$ cat src/dcmt_regs.svh
`ifndef DCMT_REGS_SVH
`define DCMT_REGS_SVH

// ==========================================================
// register addresses
`define DCMT_ADDR_CTRL 16'hFFB6
`define DCMT_ADDR_CSR 16'hFFB7
`define DCMT_ADDR_CNTH 16'hFFB8
`define DCMT_ADDR_CNTL 16'hFFB9
`define DCMT_ADDR_CMPH 16'hFFBA
`define DCMT_ADDR_CMPL 16'hFFBB
`define DCMT_ADDR_IEN2 16'hFFF4
`define DCMT_ADDR_IRR2 16'hFFF7

// ==========================================================
// timer_control fields
`define DCMT_HIGH_TOGGLE_LEVEL 7
`define DCMT_SELH_HI 6
`define DCMT_SELH_LO 4
`define DCMT_LOW_TOGGLE_LEVEL 3
`define DCMT_SELL_HI 2
`define DCMT_SELL_LO 0
`define DCMT_SEL_INT 2

// ==========================================================
// timer_control_status fields
`define DCMT_HIGH_OVERFLOW_FLAG 7
`define DCMT_HIGH_MATCH_FLAG 6
`define DCMT_HIGH_OVERFLOW_IRQ_ENABLE 5
`define DCMT_HIGH_CLEAR_ON_MATCH 4
`define DCMT_LOW_OVERFLOW_FLAG 3
`define DCMT_LOW_MATCH_FLAG 2
`define DCMT_LOW_OVERFLOW_IRQ_ENABLE 1
`define DCMT_LOW_CLEAR_ON_MATCH 0

// irq request / enable bit
`define DCMT_IRQ_TFL 2

// ==========================================================
// clock select codes and prescaler masks
`define DCMT_SEL_DIV32 3'h4
`define DCMT_SEL_DIV16 3'h5
`define DCMT_SEL_DIV4 3'h6
`define DCMT_SEL_DIV2 3'h7
`define DCMT_MASK_DIV32 5'h1F
`define DCMT_MASK_DIV16 5'h0F
`define DCMT_MASK_DIV4 5'h03
`define DCMT_MASK_DIV2 5'h01
`define DCMT_PRE_STEP 5'h01
`define DCMT_PRE_RST 5'h00

// ==========================================================
// reset values and constants
`define DCMT_CTRL_RST 8'h00
`define DCMT_CSR_RST 8'h00
`define DCMT_CNT_RST 8'h00
`define DCMT_CMP_RST 8'hFF
`define DCMT_BYTE_MAX 8'hFF
`define DCMT_BYTE_ZERO 8'h00
`define DCMT_BYTE_ONE 8'h01
`define DCMT_WORD_MAX 16'hFFFF
`define DCMT_WORD_ZERO 16'h0000
`define DCMT_WORD_ONE 16'h0001

`endif

$ cat src/dcmt_pkg.sv
`default_nettype none

package dcmt_pkg;

  // whole timer state, registered in one place
  typedef struct packed {
    logic [7:0] ctrl;
    logic [7:0] csr;
    logic [7:0] cntH;
    logic [7:0] cntL;
    logic [7:0] cmpH;
    logic [7:0] cmpL;
    logic irqReq;
    logic irqEn;
    logic [4:0] pre;
    logic evtPrev;
    logic pinH;
    logic pinL;
    logic [7:0] rdata;
    logic irq;
  } dcmt_state_t;

endpackage

`default_nettype wire

$ cat src/dcmt_timer.sv
// Functional notes
// - control picks 16/8-bit mode and count clocks
// - high select 110 counts at clock/4
// - low select 110 counts at clock/4
// - control bit7 sets high toggle pin level
// - control bit3 sets low toggle pin level
// - high wrap FF to 00 sets flag
// - high count equals compare sets flag
// - high overflow irq only when enabled
// - high clear-on-match bit clears counter
// - low wrap FF to 00 sets flag
// - low count equals compare sets flag
// - low overflow irq only when enabled
// - low clear-on-match gives repeating interval
// - low match requests irq; registers read/write
// - low request set by match, write-zero clear
// - low request passes only when enabled
`timescale 1ns/1ps
`default_nettype none
`include "dcmt_regs.svh"

module dcmt_timer (
  input wire logic clock,
  input wire logic resetn,
  input wire logic [15:0] address,
  input wire logic [7:0] writeData,
  input wire logic writeStrobe,
  input wire logic readStrobe,
  output logic [7:0] readData,
  input wire logic eventPin,
  output logic highTogglePin,
  output logic lowTogglePin,
  output logic irq
);

  dcmt_pkg::dcmt_state_t q;
  dcmt_pkg::dcmt_state_t d;

  // ==========================================================
  // address decode
  logic wrCtrl;
  logic wrCsr;
  logic wrCntH;
  logic wrCntL;
  logic wrCmpH;
  logic wrCmpL;
  logic wrIen;
  logic wrIrr;

  assign wrCtrl = writeStrobe && address == `DCMT_ADDR_CTRL;
  assign wrCsr = writeStrobe && address == `DCMT_ADDR_CSR;
  assign wrCntH = writeStrobe && address == `DCMT_ADDR_CNTH;
  assign wrCntL = writeStrobe && address == `DCMT_ADDR_CNTL;
  assign wrCmpH = writeStrobe && address == `DCMT_ADDR_CMPH;
  assign wrCmpL = writeStrobe && address == `DCMT_ADDR_CMPL;
  assign wrIen = writeStrobe && address == `DCMT_ADDR_IEN2;
  assign wrIrr = writeStrobe && address == `DCMT_ADDR_IRR2;

  // ==========================================================
  // count clock selection
  function automatic logic clkTick(
    input logic [2:0] sel,
    input logic [4:0] pre,
    input logic evt
  );
    logic t;
    t = evt;
    case (sel)
      `DCMT_SEL_DIV32: t = pre == `DCMT_MASK_DIV32;
      `DCMT_SEL_DIV16: t = (pre & `DCMT_MASK_DIV16) == `DCMT_MASK_DIV16;
      `DCMT_SEL_DIV4: t = (pre & `DCMT_MASK_DIV4) == `DCMT_MASK_DIV4;
      `DCMT_SEL_DIV2: t = (pre & `DCMT_MASK_DIV2) == `DCMT_MASK_DIV2;
      default: t = evt;
    endcase
    return t;
  endfunction

  logic [2:0] selH;
  logic [2:0] selL;
  logic mode16;
  logic evtEdge;
  logic tickH;
  logic tickL;

  assign selH = q.ctrl[`DCMT_SELH_HI:`DCMT_SELH_LO];
  assign selL = q.ctrl[`DCMT_SELL_HI:`DCMT_SELL_LO];
  // high select with the internal bit clear chains both halves
  assign mode16 = ~selH[`DCMT_SEL_INT];
  assign evtEdge = eventPin & ~q.evtPrev;
  assign tickL = clkTick(selL, q.pre, evtEdge);
  // in 8-bit mode the high half has its own clock
  assign tickH = ~mode16 & clkTick(selH, q.pre, evtEdge);

  // ==========================================================
  // count events
  logic [15:0] cnt16;
  logic [15:0] cmp16;
  logic match16;
  logic ovf16;
  logic matchH;
  logic matchL;
  logic high_overflow_flag;
  logic low_overflow_flag;

  assign cnt16 = {q.cntH, q.cntL};
  assign cmp16 = {q.cmpH, q.cmpL};
  assign match16 = mode16 && tickL && cnt16 == cmp16;
  assign ovf16 = mode16 && tickL && cnt16 == `DCMT_WORD_MAX
    && !(match16 && q.csr[`DCMT_HIGH_CLEAR_ON_MATCH]);
  // each half compares only against its own register
  assign matchH = tickH && q.cntH == q.cmpH;
  assign matchL = !mode16 && tickL && q.cntL == q.cmpL;
  assign high_overflow_flag = tickH && q.cntH == `DCMT_BYTE_MAX
    && !(matchH && q.csr[`DCMT_HIGH_CLEAR_ON_MATCH]);
  assign low_overflow_flag = !mode16 && tickL && q.cntL == `DCMT_BYTE_MAX
    && !(matchL && q.csr[`DCMT_LOW_CLEAR_ON_MATCH]);

  // ==========================================================
  // next state
  always_comb begin
    logic [15:0] n16;
    logic [7:0] flagClr;
    n16 = cnt16;
    flagClr = `DCMT_BYTE_ZERO;
    d = q;
    d.pre = q.pre + `DCMT_PRE_STEP;
    d.evtPrev = eventPin;

    // counters
    if (mode16) begin
      if (tickL) begin
        if (match16 && q.csr[`DCMT_HIGH_CLEAR_ON_MATCH]) begin
          n16 = `DCMT_WORD_ZERO;
        end else begin
          n16 = cnt16 + `DCMT_WORD_ONE;
        end
      end
      d.cntH = n16[15:8];
      d.cntL = n16[7:0];
    end else begin
      if (tickH) begin
        if (matchH && q.csr[`DCMT_HIGH_CLEAR_ON_MATCH]) begin
          d.cntH = `DCMT_BYTE_ZERO;
        end else begin
          d.cntH = q.cntH + `DCMT_BYTE_ONE;
        end
      end
      if (tickL) begin
        if (matchL && q.csr[`DCMT_LOW_CLEAR_ON_MATCH]) begin
          d.cntL = `DCMT_BYTE_ZERO;
        end else begin
          d.cntL = q.cntL + `DCMT_BYTE_ONE;
        end
      end
    end
    // software loads win over counting
    if (wrCntH) begin
      d.cntH = writeData;
    end
    if (wrCntL) begin
      d.cntL = writeData;
    end
    if (wrCmpH) begin
      d.cmpH = writeData;
    end
    if (wrCmpL) begin
      d.cmpL = writeData;
    end

    // toggle pins flip on match; a control write sets the level
    if (match16 || matchH) begin
      d.pinH = ~q.pinH;
    end
    if (matchL) begin
      d.pinL = ~q.pinL;
    end
    if (wrCtrl) begin
      d.ctrl = writeData;
      d.pinH = writeData[`DCMT_HIGH_TOGGLE_LEVEL];
      d.pinL = writeData[`DCMT_LOW_TOGGLE_LEVEL];
    end

    // status: flags clear on write of zero, a new event wins
    if (wrCsr) begin
      d.csr[`DCMT_HIGH_OVERFLOW_IRQ_ENABLE] = writeData[`DCMT_HIGH_OVERFLOW_IRQ_ENABLE];
      d.csr[`DCMT_HIGH_CLEAR_ON_MATCH] = writeData[`DCMT_HIGH_CLEAR_ON_MATCH];
      d.csr[`DCMT_LOW_OVERFLOW_IRQ_ENABLE] = writeData[`DCMT_LOW_OVERFLOW_IRQ_ENABLE];
      d.csr[`DCMT_LOW_CLEAR_ON_MATCH] = writeData[`DCMT_LOW_CLEAR_ON_MATCH];
      flagClr = ~writeData;
    end
    d.csr[`DCMT_HIGH_OVERFLOW_FLAG] = high_overflow_flag || ovf16
      || (q.csr[`DCMT_HIGH_OVERFLOW_FLAG] && !flagClr[`DCMT_HIGH_OVERFLOW_FLAG]);
    d.csr[`DCMT_HIGH_MATCH_FLAG] = matchH || match16
      || (q.csr[`DCMT_HIGH_MATCH_FLAG] && !flagClr[`DCMT_HIGH_MATCH_FLAG]);
    d.csr[`DCMT_LOW_OVERFLOW_FLAG] = low_overflow_flag
      || (q.csr[`DCMT_LOW_OVERFLOW_FLAG] && !flagClr[`DCMT_LOW_OVERFLOW_FLAG]);
    d.csr[`DCMT_LOW_MATCH_FLAG] = matchL
      || (q.csr[`DCMT_LOW_MATCH_FLAG] && !flagClr[`DCMT_LOW_MATCH_FLAG]);

    // low timer request, cleared by writing zero
    if (wrIen) begin
      d.irqEn = writeData[`DCMT_IRQ_TFL];
    end
    d.irqReq = matchL || (q.irqReq
      && !(wrIrr && !writeData[`DCMT_IRQ_TFL]));

    // one registered line for all enabled sources
    d.irq = (q.irqReq && q.irqEn)
      || (q.csr[`DCMT_HIGH_OVERFLOW_FLAG] && q.csr[`DCMT_HIGH_OVERFLOW_IRQ_ENABLE])
      || (q.csr[`DCMT_LOW_OVERFLOW_FLAG] && q.csr[`DCMT_LOW_OVERFLOW_IRQ_ENABLE]);

    // read data stands only in the cycle after the strobe
    d.rdata = `DCMT_BYTE_ZERO;
    if (readStrobe) begin
      unique case (address)
        `DCMT_ADDR_CTRL: d.rdata = q.ctrl;
        `DCMT_ADDR_CSR: d.rdata = q.csr;
        `DCMT_ADDR_CNTH: d.rdata = q.cntH;
        `DCMT_ADDR_CNTL: d.rdata = q.cntL;
        `DCMT_ADDR_CMPH: d.rdata = q.cmpH;
        `DCMT_ADDR_CMPL: d.rdata = q.cmpL;
        `DCMT_ADDR_IEN2: d.rdata[`DCMT_IRQ_TFL] = q.irqEn;
        `DCMT_ADDR_IRR2: d.rdata[`DCMT_IRQ_TFL] = q.irqReq;
        default: d.rdata = `DCMT_BYTE_ZERO;
      endcase
    end
  end

  // ==========================================================
  // state register
  always_ff @(posedge clock or negedge resetn) begin
    if (!resetn) begin
      q.ctrl <= `DCMT_CTRL_RST;
      q.csr <= `DCMT_CSR_RST;
      q.cntH <= `DCMT_CNT_RST;
      q.cntL <= `DCMT_CNT_RST;
      q.cmpH <= `DCMT_CMP_RST;
      q.cmpL <= `DCMT_CMP_RST;
      q.irqReq <= 1'b0;
      q.irqEn <= 1'b0;
      q.pre <= `DCMT_PRE_RST;
      q.evtPrev <= 1'b0;
      q.pinH <= 1'b0;
      q.pinL <= 1'b0;
      q.rdata <= `DCMT_BYTE_ZERO;
      q.irq <= 1'b0;
    end else begin
      q <= d;
    end
  end

  assign readData = q.rdata;
  assign highTogglePin = q.pinH;
  assign lowTogglePin = q.pinL;
  assign irq = q.irq;
endmodule

`default_nettype wire

$ cat config.mk
export PLATFORM = sky130hd
export DESIGN_NAME = dcmt_timer
export DESIGN_NICKNAME = d
export VERILOG_FILES = /design/src/dcmt_pkg.sv /design/src/dcmt_timer.sv
export VERILOG_INCLUDE_DIRS = /design/src /design/src/src
export SDC_FILE = /design/constraint.sdc
export NUM_CORES = 1
export LEC_CHECK = 0
export ABC_AREA = 1
export BUFFER_PORTS_ARGS = -buffer_cell sky130_fd_sc_hd__buf_2
export CAP_MARGIN = 20
export CORE_MARGIN = 1
export CORE_UTILIZATION = 60
export CTS_CLUSTER_DIAMETER = 30
export CTS_CLUSTER_SIZE = 20
export DETAILED_ROUTE_END_ITERATION = 6
export GPL_TIMING_DRIVEN = 0
export PLACE_DENSITY_LB_ADDON = 0.08
export SLEW_MARGIN = 20
export SYNTH_ARGS = -nofsm -noshare
export SYNTH_HDL_FRONTEND = slang
export SYNTH_SLANG_ARGS = --single-unit
$ cat constraint.sdc
create_clock -name clock -period 3.2 [get_ports clock]
set_clock_uncertainty 0.1 [all_clocks]
set_input_delay 0.32 -clock clock [delete_from_list [all_inputs] [get_ports clock]]
set_output_delay 0.32 -clock clock [all_outputs]
set_load 0.005 [all_outputs]
==> results of run 1 <==
## critical path: cells and delay by family (launching register included)
family / cells / cell delay [ns]
AOI/OAI and AO/OA: 1 / 0.25
DFF: 1 / 0.51
and+or+nand+nor: 7 / 0.87
adders and majority gates: 1 / 0.23
buffers and inverters: 1 / 0.08
## routing by layer
metal	vias up	global-route usage, %	wire [µm]
li1	2056	-	-
met1	1993	48.8	5460
met2	217	59.1	6010
met3	34	5.21	1090
met4	0	14.9	376
met5	-	0	0
## registers in the layout, indices dropped and copies added (netlist names)
register	count
cnt16	16
lowTogglePin	1
cmp16	16
irq	1
readData	8
highTogglePin	1
q	24
## cell usage after synthesis, types with 3 or more instances
library cell / instances / area (µm²)
clkinv_1: 3 / 11.3
nor3_1: 13 / 65.1
nand2_2: 12 / 75.1
nand2_1: 175 / 657
xor2_1: 15 / 131
nor2_1: 52 / 195
o22ai_1: 13 / 81.3
inv_1: 55 / 206
nand4_1: 7 / 43.8
buf_2: 7 / 35.0
nand3_1: 32 / 160
a21oi_1: 28 / 140
dfrtp_1: 51 / 1280
nand3b_1: 4 / 30.0
o21ai_0: 20 / 100
nand2_4: 3 / 33.8
ha_1: 3 / 37.5
nor2_4: 6 / 67.6
nand3_2: 4 / 40.0
o21ai_1: 29 / 145
nor2_2: 7 / 43.8
inv_2: 23 / 86.3
dfstp_2: 16 / 420
buf_4: 9 / 67.6
nor4_1: 3 / 18.8
## layout make-up
| class | count | area, µm² |
|---|---|---|
| Multi-Input combinational cell | 441 | 2210 |
| Clock inverter | 6 | 114 |
| Inverter | 82 | 320 |
| Tap cell | 96 | 120 |
| Clock buffer | 10 | 128 |
| Fill cell | 577 | 1960 |
| Timing Repair Buffer | 41 | 233 |
| Buffer | 19 | 121 |
| Sequential cell | 67 | 1700 |
## power by group through the flow
stage	logic, mW	clock network, mW	registers (mW)
finish	0.347	0.874	0.960
global route	0.385	0.902	0.963
CTS	0.342	0.871	0.955
detailed placement	0.338	0	0.971
global placement	0.328	0	0.969
floorplan	0.227	0	0.948
## logic make-up after synthesis
group	Yosys count	share of synthesized area (%)
AOI/OAI and AO/OA	98	12.4
buffers and inverters	101	10.2
xor gates and xnor gates	16	3.22
DFF	67	39.0
and+or+nand+nor	324	34.4
adders and majority gates	3	0.863
## stage by stage
stage	util, %	cell area (µm²)	setup WS, ns	cells	hold slack, ns
2_1_floorplan	-	4350	1.41	609	-0.0756
3_3_place_gp	67.4	4660	1.10	743	0.343
3_5_place_dp	67.8	4680	1.06	744	0.191
4_1_cts	71.6	4940	1.05	762	0.105
5_1_grt	71.6	4940	0.834	762	0.116
6_report	71.6	4940	1.04	762	0.107
## repair_timing
item / CTS / global route
endpoints found under the setup margin: 0 / 0
hold buffers: 2 / 0
setup buffers: 0 / 0
hold endpoints to repair: 27 / 0
gates resized for setup: 0 / 0
## how the worst min path moves through the flow
stage | startpoint | end | slack [ns] | cells past startpoint
after CTS | writeData[1] | cnt16[1] | 0.11 | 3
after global placement | eventPin | q[11] | 0.34 | 1
after detailed placement | resetn | irq | 0.19 | 1
final | writeData[1] | cnt16[1] | 0.11 | 3
after floorplan | resetn | cnt16[0] | -0.08 | 0
after global routing | writeData[1] | cnt16[1] | 0.12 | 3
==> impl_results.md, run 1 <==
- Routability congestion estimate from global placement: 0.997
- Final Cycle Share: 67.5%
- RSZ-0062 raised after global routing: no
- Setup CP Type: reg -> reg
- Number of global-route vias before repair: 4024
- Worst slew pin tran: 0.517 ns
- Final setup fails: 0
- Hold/Removal Path Class: in -> reg
- Power per cell area: 441 nW/µm²
- TritonCTS clock tree: done
- Post-route DRC: 0
- Max Root-Sink Buffers: 2
- Reg-to-reg startpoint: cnt16[0]
- Synthesized instance count: 609
- Crit path DAT: 2.30 ns
- Commonest non-fill, non-tap cell in the layout: nand2_1
- Initial DRC Count: 360
- Total power: 2.18 mW
- Root buffer cell: clkbuf_8
- Site Rows: 30
- P_sw: 0.656 mW
- Yosys reg bits: 67
- Commonest non-fill, non-tap cells in the layout: nand2_1, inv_1, nor2_1, dfrtp_1, buf_2
- Port bufs: 38
- CP max stage cell: dfrtp_1
- Gr usage total: 36.3%
- Die X: 87.1 µm
- Clk Latency, worst-skew pair: 0.35 ns
- Starting Density: 63.0%
- CTS clk-pin slew, worst paths: 0.08 ns
- Routed WL per cell: 17.0 µm
- EDFF count, synth: 0
- Critical Path Sink Type: register
- Layout cells sized above 1: 22.5%
- Clock sink count: 67
- Drt first pass iters: 6
- Via Count: 4300
- Worst Reg-to-Reg Cells: 10
- ANT cells: 0
- Worst-path cell chain: ha_1 > nand3_1 > nor3_2 > nand2_1 > o21ai_0 > clkinv_1 > nand3_1 > nand2_1 > nand2_1 > nand2_1
- Hold Violations, Final: 0
- Post-Syn Area: 4350 µm²
- Crit path top cell by count: nand2_1
- Mapped Avg Cell Area: 7.14 µm²
- Reg2reg setup slack: 1.04 ns
- First-pass GRT wire length: 20200 µm
- FMAX: 0.463 GHz
- Internal power: 1.53 mW
- Maximum number of pins on one net before global-route repair: 36
- GR Overflow Total: 0
- Crit path largest cell delay: 0.51 ns
- Htree depth: 3
- Flop pwr share: 44.0%
- Crit path required time: 3.35 ns
- Top FF cell, synth: dfrtp_1
- Area Growth Syn to Fin: 13.7%
- Max-slew violation count: 0
- Post-DR vias/cell: 5.64
- Fin crit period: 2.16 ns
- Critical Path End: cnt16[10]
- Inserted Clock Buffers: 9
- Post-DP HPWL: 9640 µm
- Final wirelength: 12900 µm
- Switch share: 30.1%
- Worst reg2reg endpoint: cnt16[10]
- Distinct cells, synth: 40
- Relative slew slack: 65.6%
- Ys async rst share: 100%
- Combinational Power Share: 15.9%
- Clock power share: 40.1%
- Die footprint: 7590 µm²
- Max-Cap Viols: 0
- CP startpoint: cnt16[0]
- Leakage: 2.35 nW
- Core area: 6910 µm²
- Worst Path Max Fanout: 7
- Initial antenna violation count: 0
- Sequential-to-total area share from yosys stat: 39.0%
- Worst vdd ir: 0.315 mV
- Setup tns final: 0 ns
- Io pins: 40
- Worst setup SP type: register
- Syn Nets: 641
- Yosys warning count: 0
- Die Ht: 87.1 µm
- Remaining antenna violation count: 0
- Outcome: finished, final reports clean
- Total Nets Final: 693
No activity file was read; power rests on OpenSTA's default activity.
==> run 2: changes to the inputs <==
--- a/config.mk
+++ b/config.mk
@@ -6,11 +6,11 @@
 export SDC_FILE = /design/constraint.sdc
 export NUM_CORES = 1
 export LEC_CHECK = 0
-export ABC_AREA = 1
+export ABC_AREA = 0
 export BUFFER_PORTS_ARGS = -buffer_cell sky130_fd_sc_hd__buf_2
 export CAP_MARGIN = 20
 export CORE_MARGIN = 1
-export CORE_UTILIZATION = 60
+export CORE_UTILIZATION = 54
 export CTS_CLUSTER_DIAMETER = 30
 export CTS_CLUSTER_SIZE = 20
 export DETAILED_ROUTE_END_ITERATION = 6
==> constraint.sdc (replaced) <==
create_clock -name clock -period 1.9 [get_ports clock]
set_clock_uncertainty 0.1 [all_clocks]
set_input_delay 0.19 -clock clock [delete_from_list [all_inputs] [get_ports clock]]
set_output_delay 0.19 -clock clock [all_outputs]
set_load 0.005 [all_outputs]
==> run 2 against run 1 <==
Effect of this change:
- worst setup slack worse by 1.3 ns
- core utilization is 3.5 points higher
- critical path type unchanged
- largest power group unchanged
- via count is 13% lower
- combinational power grew to 2.5 times the previous value
- sequential power is 77% higher
- count of clock-buffer cells in the layout is 4 higher
- the run now ends with negative setup slack left
==> impl_results.md, run 2 <==
- Remaining antenna violation count: 0 (unchanged)
- Top-count cell post-synth: nand2_1
- Worst-path cell chain: xor2_1 > nor4_2 > buf_4 > and3_4 > a31oi_4 > buf_6 > a22oi_2 > a221oi_2
- Drt first pass iters: 6 (unchanged)
- Syn Nets: 451 (-30%)
- Mapped Avg Cell Area: 9.40 µm² (+32%)
- Final setup fails: 22 (+22)
- Wire length on met3: 1060 µm (-2.7%)
- Failing checks: negative setup slack
- Top FF cell, synth: dfrtp_1
- Register with the most flip-flops: q
- Io pins: 40 (unchanged)
- Routed WL per cell: 20.3 µm (+19%)
- Core area: 6910 µm² (unchanged)
- Port bufs: 36 (-5.3%)
- Site Rows: 30 (unchanged)
- Synth area leader: dfrtp_1
- Hold-critical path depth: 3 (unchanged)
- Worst Reg-to-Reg Cells: 8 (-2)
- Hold/Removal Path Class: in -> reg
- Synth top cells by count: nand2_1, dfrtp_1, o21ai_0, xor2_1, nor2_1
- First-pass GRT wire length: 19000 µm (-6.2%)
- Sequential-to-total area share from yosys stat: 43.1% (+4.1 points)
- Routability congestion estimate from global placement: 0.910 (-8.7%)
- Clk Latency, worst-skew pair: 0.36 ns (about the same)
- Wl on met1: 4860 µm (-11%)
- Gr usage total: 34.2% (-2.1 points)
- Number of global-route vias before repair: 3566 (-11%)
- Outcome: complete, but fails checks
- Die X: 87.4 µm (+0.32%)
- Die footprint: 7640 µm² (+0.64%)
- Inserted Clock Buffers: 9 (unchanged)
- Initial antenna violation count: 0 (unchanged)
- Post-DR vias/cell: 6.20 (+9.8%)
- Worst vdd ir: 0.736 mV (+130%)
- Worst setup SP type: register
- Hold Violations, Final: 0 (unchanged)
- Yosys reg bits: 67 (unchanged)
- Layout cells sized above 1: 39.7% (+17 points)
- Crit path required time: 2.01 ns (-1.34 ns)
- Commonest non-fill, non-tap cells in the layout: nand2_1, buf_4, dfrtp_1, buf_2, o21ai_0
- Setup CP Type: reg -> reg
- Area Growth Syn to Fin: 31.5%
- Max-slew violation count: 0 (unchanged)
- Max reg flops: 24 (unchanged)
- Htree depth: 3 (unchanged)
- GR Overflow Total: 0 (unchanged)
- Post-DP HPWL: 8300 µm (-14%)
- Worst slew pin tran: 0.703 ns (+0.186 ns)
- Crit path DAT: 2.29 ns (about the same)
- TritonCTS clock tree: done
- Total Nets Final: 533 (-23%)
- Starting Density: 57.0% (-5.9 points)
- Clock sink count: 67 (unchanged)
- Worst reg2reg endpoint: cnt16[11]
- Post-Syn Area: 3940 µm² (-9.4%)
- Critical Path Sink Type: register
- FMAX: 0.460 GHz (-0.58%)
- Crit path largest cell delay: 0.57 ns (+0.06 ns)
- Die Ht: 87.4 µm (+0.32%)
- Relative slew slack: 52.8% (-13 points)
- Leakage: 2.19 nW (-6.7%)
- Total power: 3.81 mW (+75%)
- Metal2 WL: 5830 µm (-3.0%)
- EDFF count, synth: 0 (unchanged)
- Top routing layer in use: met4
- Ys async rst share: 100% (unchanged)
- Post-route DRC: 0 (unchanged)
- ANT cells: 0 (unchanged)
- Max-Cap Viols: 0 (unchanged)
- Hold_sp: writeData[7]
- Synthesized instance count: 419 (-31%)
- Synth top area cells: dfrtp_1, dfstp_2, xor2_1, nand2_1, o21ai_0
- Fin crit period: 2.17 ns (+0.0126 ns)
- RSZ-0062 raised after global routing: yes
- Max Root-Sink Buffers: 2 (unchanged)
- Setup slack after layout: -0.272 ns (-1.31 ns)
- Reg2reg setup slack: -0.27 ns (-1.31 ns)
- Crit-path leading delay family: flip-flops
- Reg-to-reg startpoint: cmp16[8]
- Initial DRC Count: 391 (+8.6%)
- Top cell type's share of synthesized area: 32.4% (+3.0 points)
- CP max stage cell: dfstp_2
- Maximum number of pins on one net before global-route repair: 53 (+47%)
- Core Util, Final: 75.0% (+3.5 points)
- WHS: 0.0324 ns (-0.0746 ns)
- Final Cycle Share: 114% (+47 points)
- Root buffer cell: clkbuf_8
- Setup tns final: -3.94 ns (-3.94 ns)
- Hold EP: cnt16[7]
- Worst Path Max Fanout: 4 (-3)
- WP buf/inv: 2 (+1)
- Via Count: 3731 (-13%)
- Commonest non-fill, non-tap cell in the layout: nand2_1
- Distinct cells, synth: 58 (+45%)
- Yosys warning count: 0 (unchanged)
- CTS clk-pin slew, worst paths: 0.07 ns (about the same)
- Power per cell area: 736 nW/µm² (+67%)
- Final wirelength: 12200 µm (-5.7%)
- Fillers: 546 (-5.4%)
==> run 2: cell types whose count changed after synthesis, moves of 12 or more <==
cell / change
a22oi_1: +14
nand2_1: -120
nand2_2: -12
nand3_1: -15
inv_2: -23
inv_1: -40
a21oi_1: -18
o22ai_1: -13
o21ai_0: +15
o21ai_1: -29
nor2_1: -33
xor2_1: +13
==> run 2: routing by layer <==
metal | vias up | global-route usage, %
li1 | 1679 | -
met1 | 1812 | 43.7
met2 | 198 | 55.2
met3 | 42 | 8.25
met4 | 0 | 14.9
met5 | - | 0
==> run 2: how the worst max path moves through the flow <==
stage	startpoint	cells past startpoint	end
after CTS	q[12]	8	cnt16[9]
after global routing	cmp16[13]	8	cnt16[4]
after detailed placement	q[12]	7	cnt16[10]
after global placement	q[12]	7	cnt16[10]
final	cmp16[8]	8	cnt16[11]
after floorplan	q[12]	8	cnt16[11]
==> run 2: area by class of cell <==
cell class	instances	area, µm²	area share [%]
clock buffer	14	163	3.14
sequential	67	1710	33.1
clock inverter	2	35.0	0.676
timing repair buffer	78	547	10.6
inverter	15	56.3	1.09
tap	96	120	2.32
multi-input combinational	309	2390	46.1
buffer	21	156	3.02
==> run 2: timing repair <==
| action | CTS | global route |
|---|---|---|
| hold buffers | 4 | 0 |
| pin swaps | 18 | 12 |
| resized for setup | 52 | 24 |
| setup buffers | 32 | 5 |
| endpoints found under the hold margin | 54 | 0 |
| endpoints found under the setup margin | 25 | 46 |
==> run 2: cell families (layout without fill, tap and decap cells) <==
group,Yosys count,after routing,share of synthesized area [%]
AND/OR/NAND/NOR,146,146,18.8
buffers and inverters,43,130,5.62
flip-flops,67,67,43.1
adder cells (fa/ha/maj),3,3,0.953
AO/OA/AOI/OAI,116,116,21.4
multiplexers,6,6,1.68
XOR/XNOR,38,38,8.45
==> run 2: metrics by stage <==
stage	worst slack [ns]	std cells	instance area, µm²
after detailed placement	-0.615	552	4400
after global placement	-0.584	551	4370
after CTS	-0.226	598	5060
final	-0.272	602	5180
after floorplan	-0.164	419	4070
after global routing	-0.330	602	5180
==> run 2: where the power goes <==
| part | switching (mW) | internal, mW |
|---|---|---|
| clock network | 0.556 | 0.679 |
| registers | 0.167 | 1.53 |
| logic | 0.472 | 0.411 |
| total | 1.20 | 2.62 |
==> run 2: worst register-to-register path: stages (launching register included) <==
cell and delay (ns):
dfstp_2 0.57, xor2_1 0.08, nor4_2 0.29, buf_4 0.19, and3_4 0.24, a31oi_4 0.14
buf_6 0.16, a22oi_2 0.17, a221oi_2 0.08
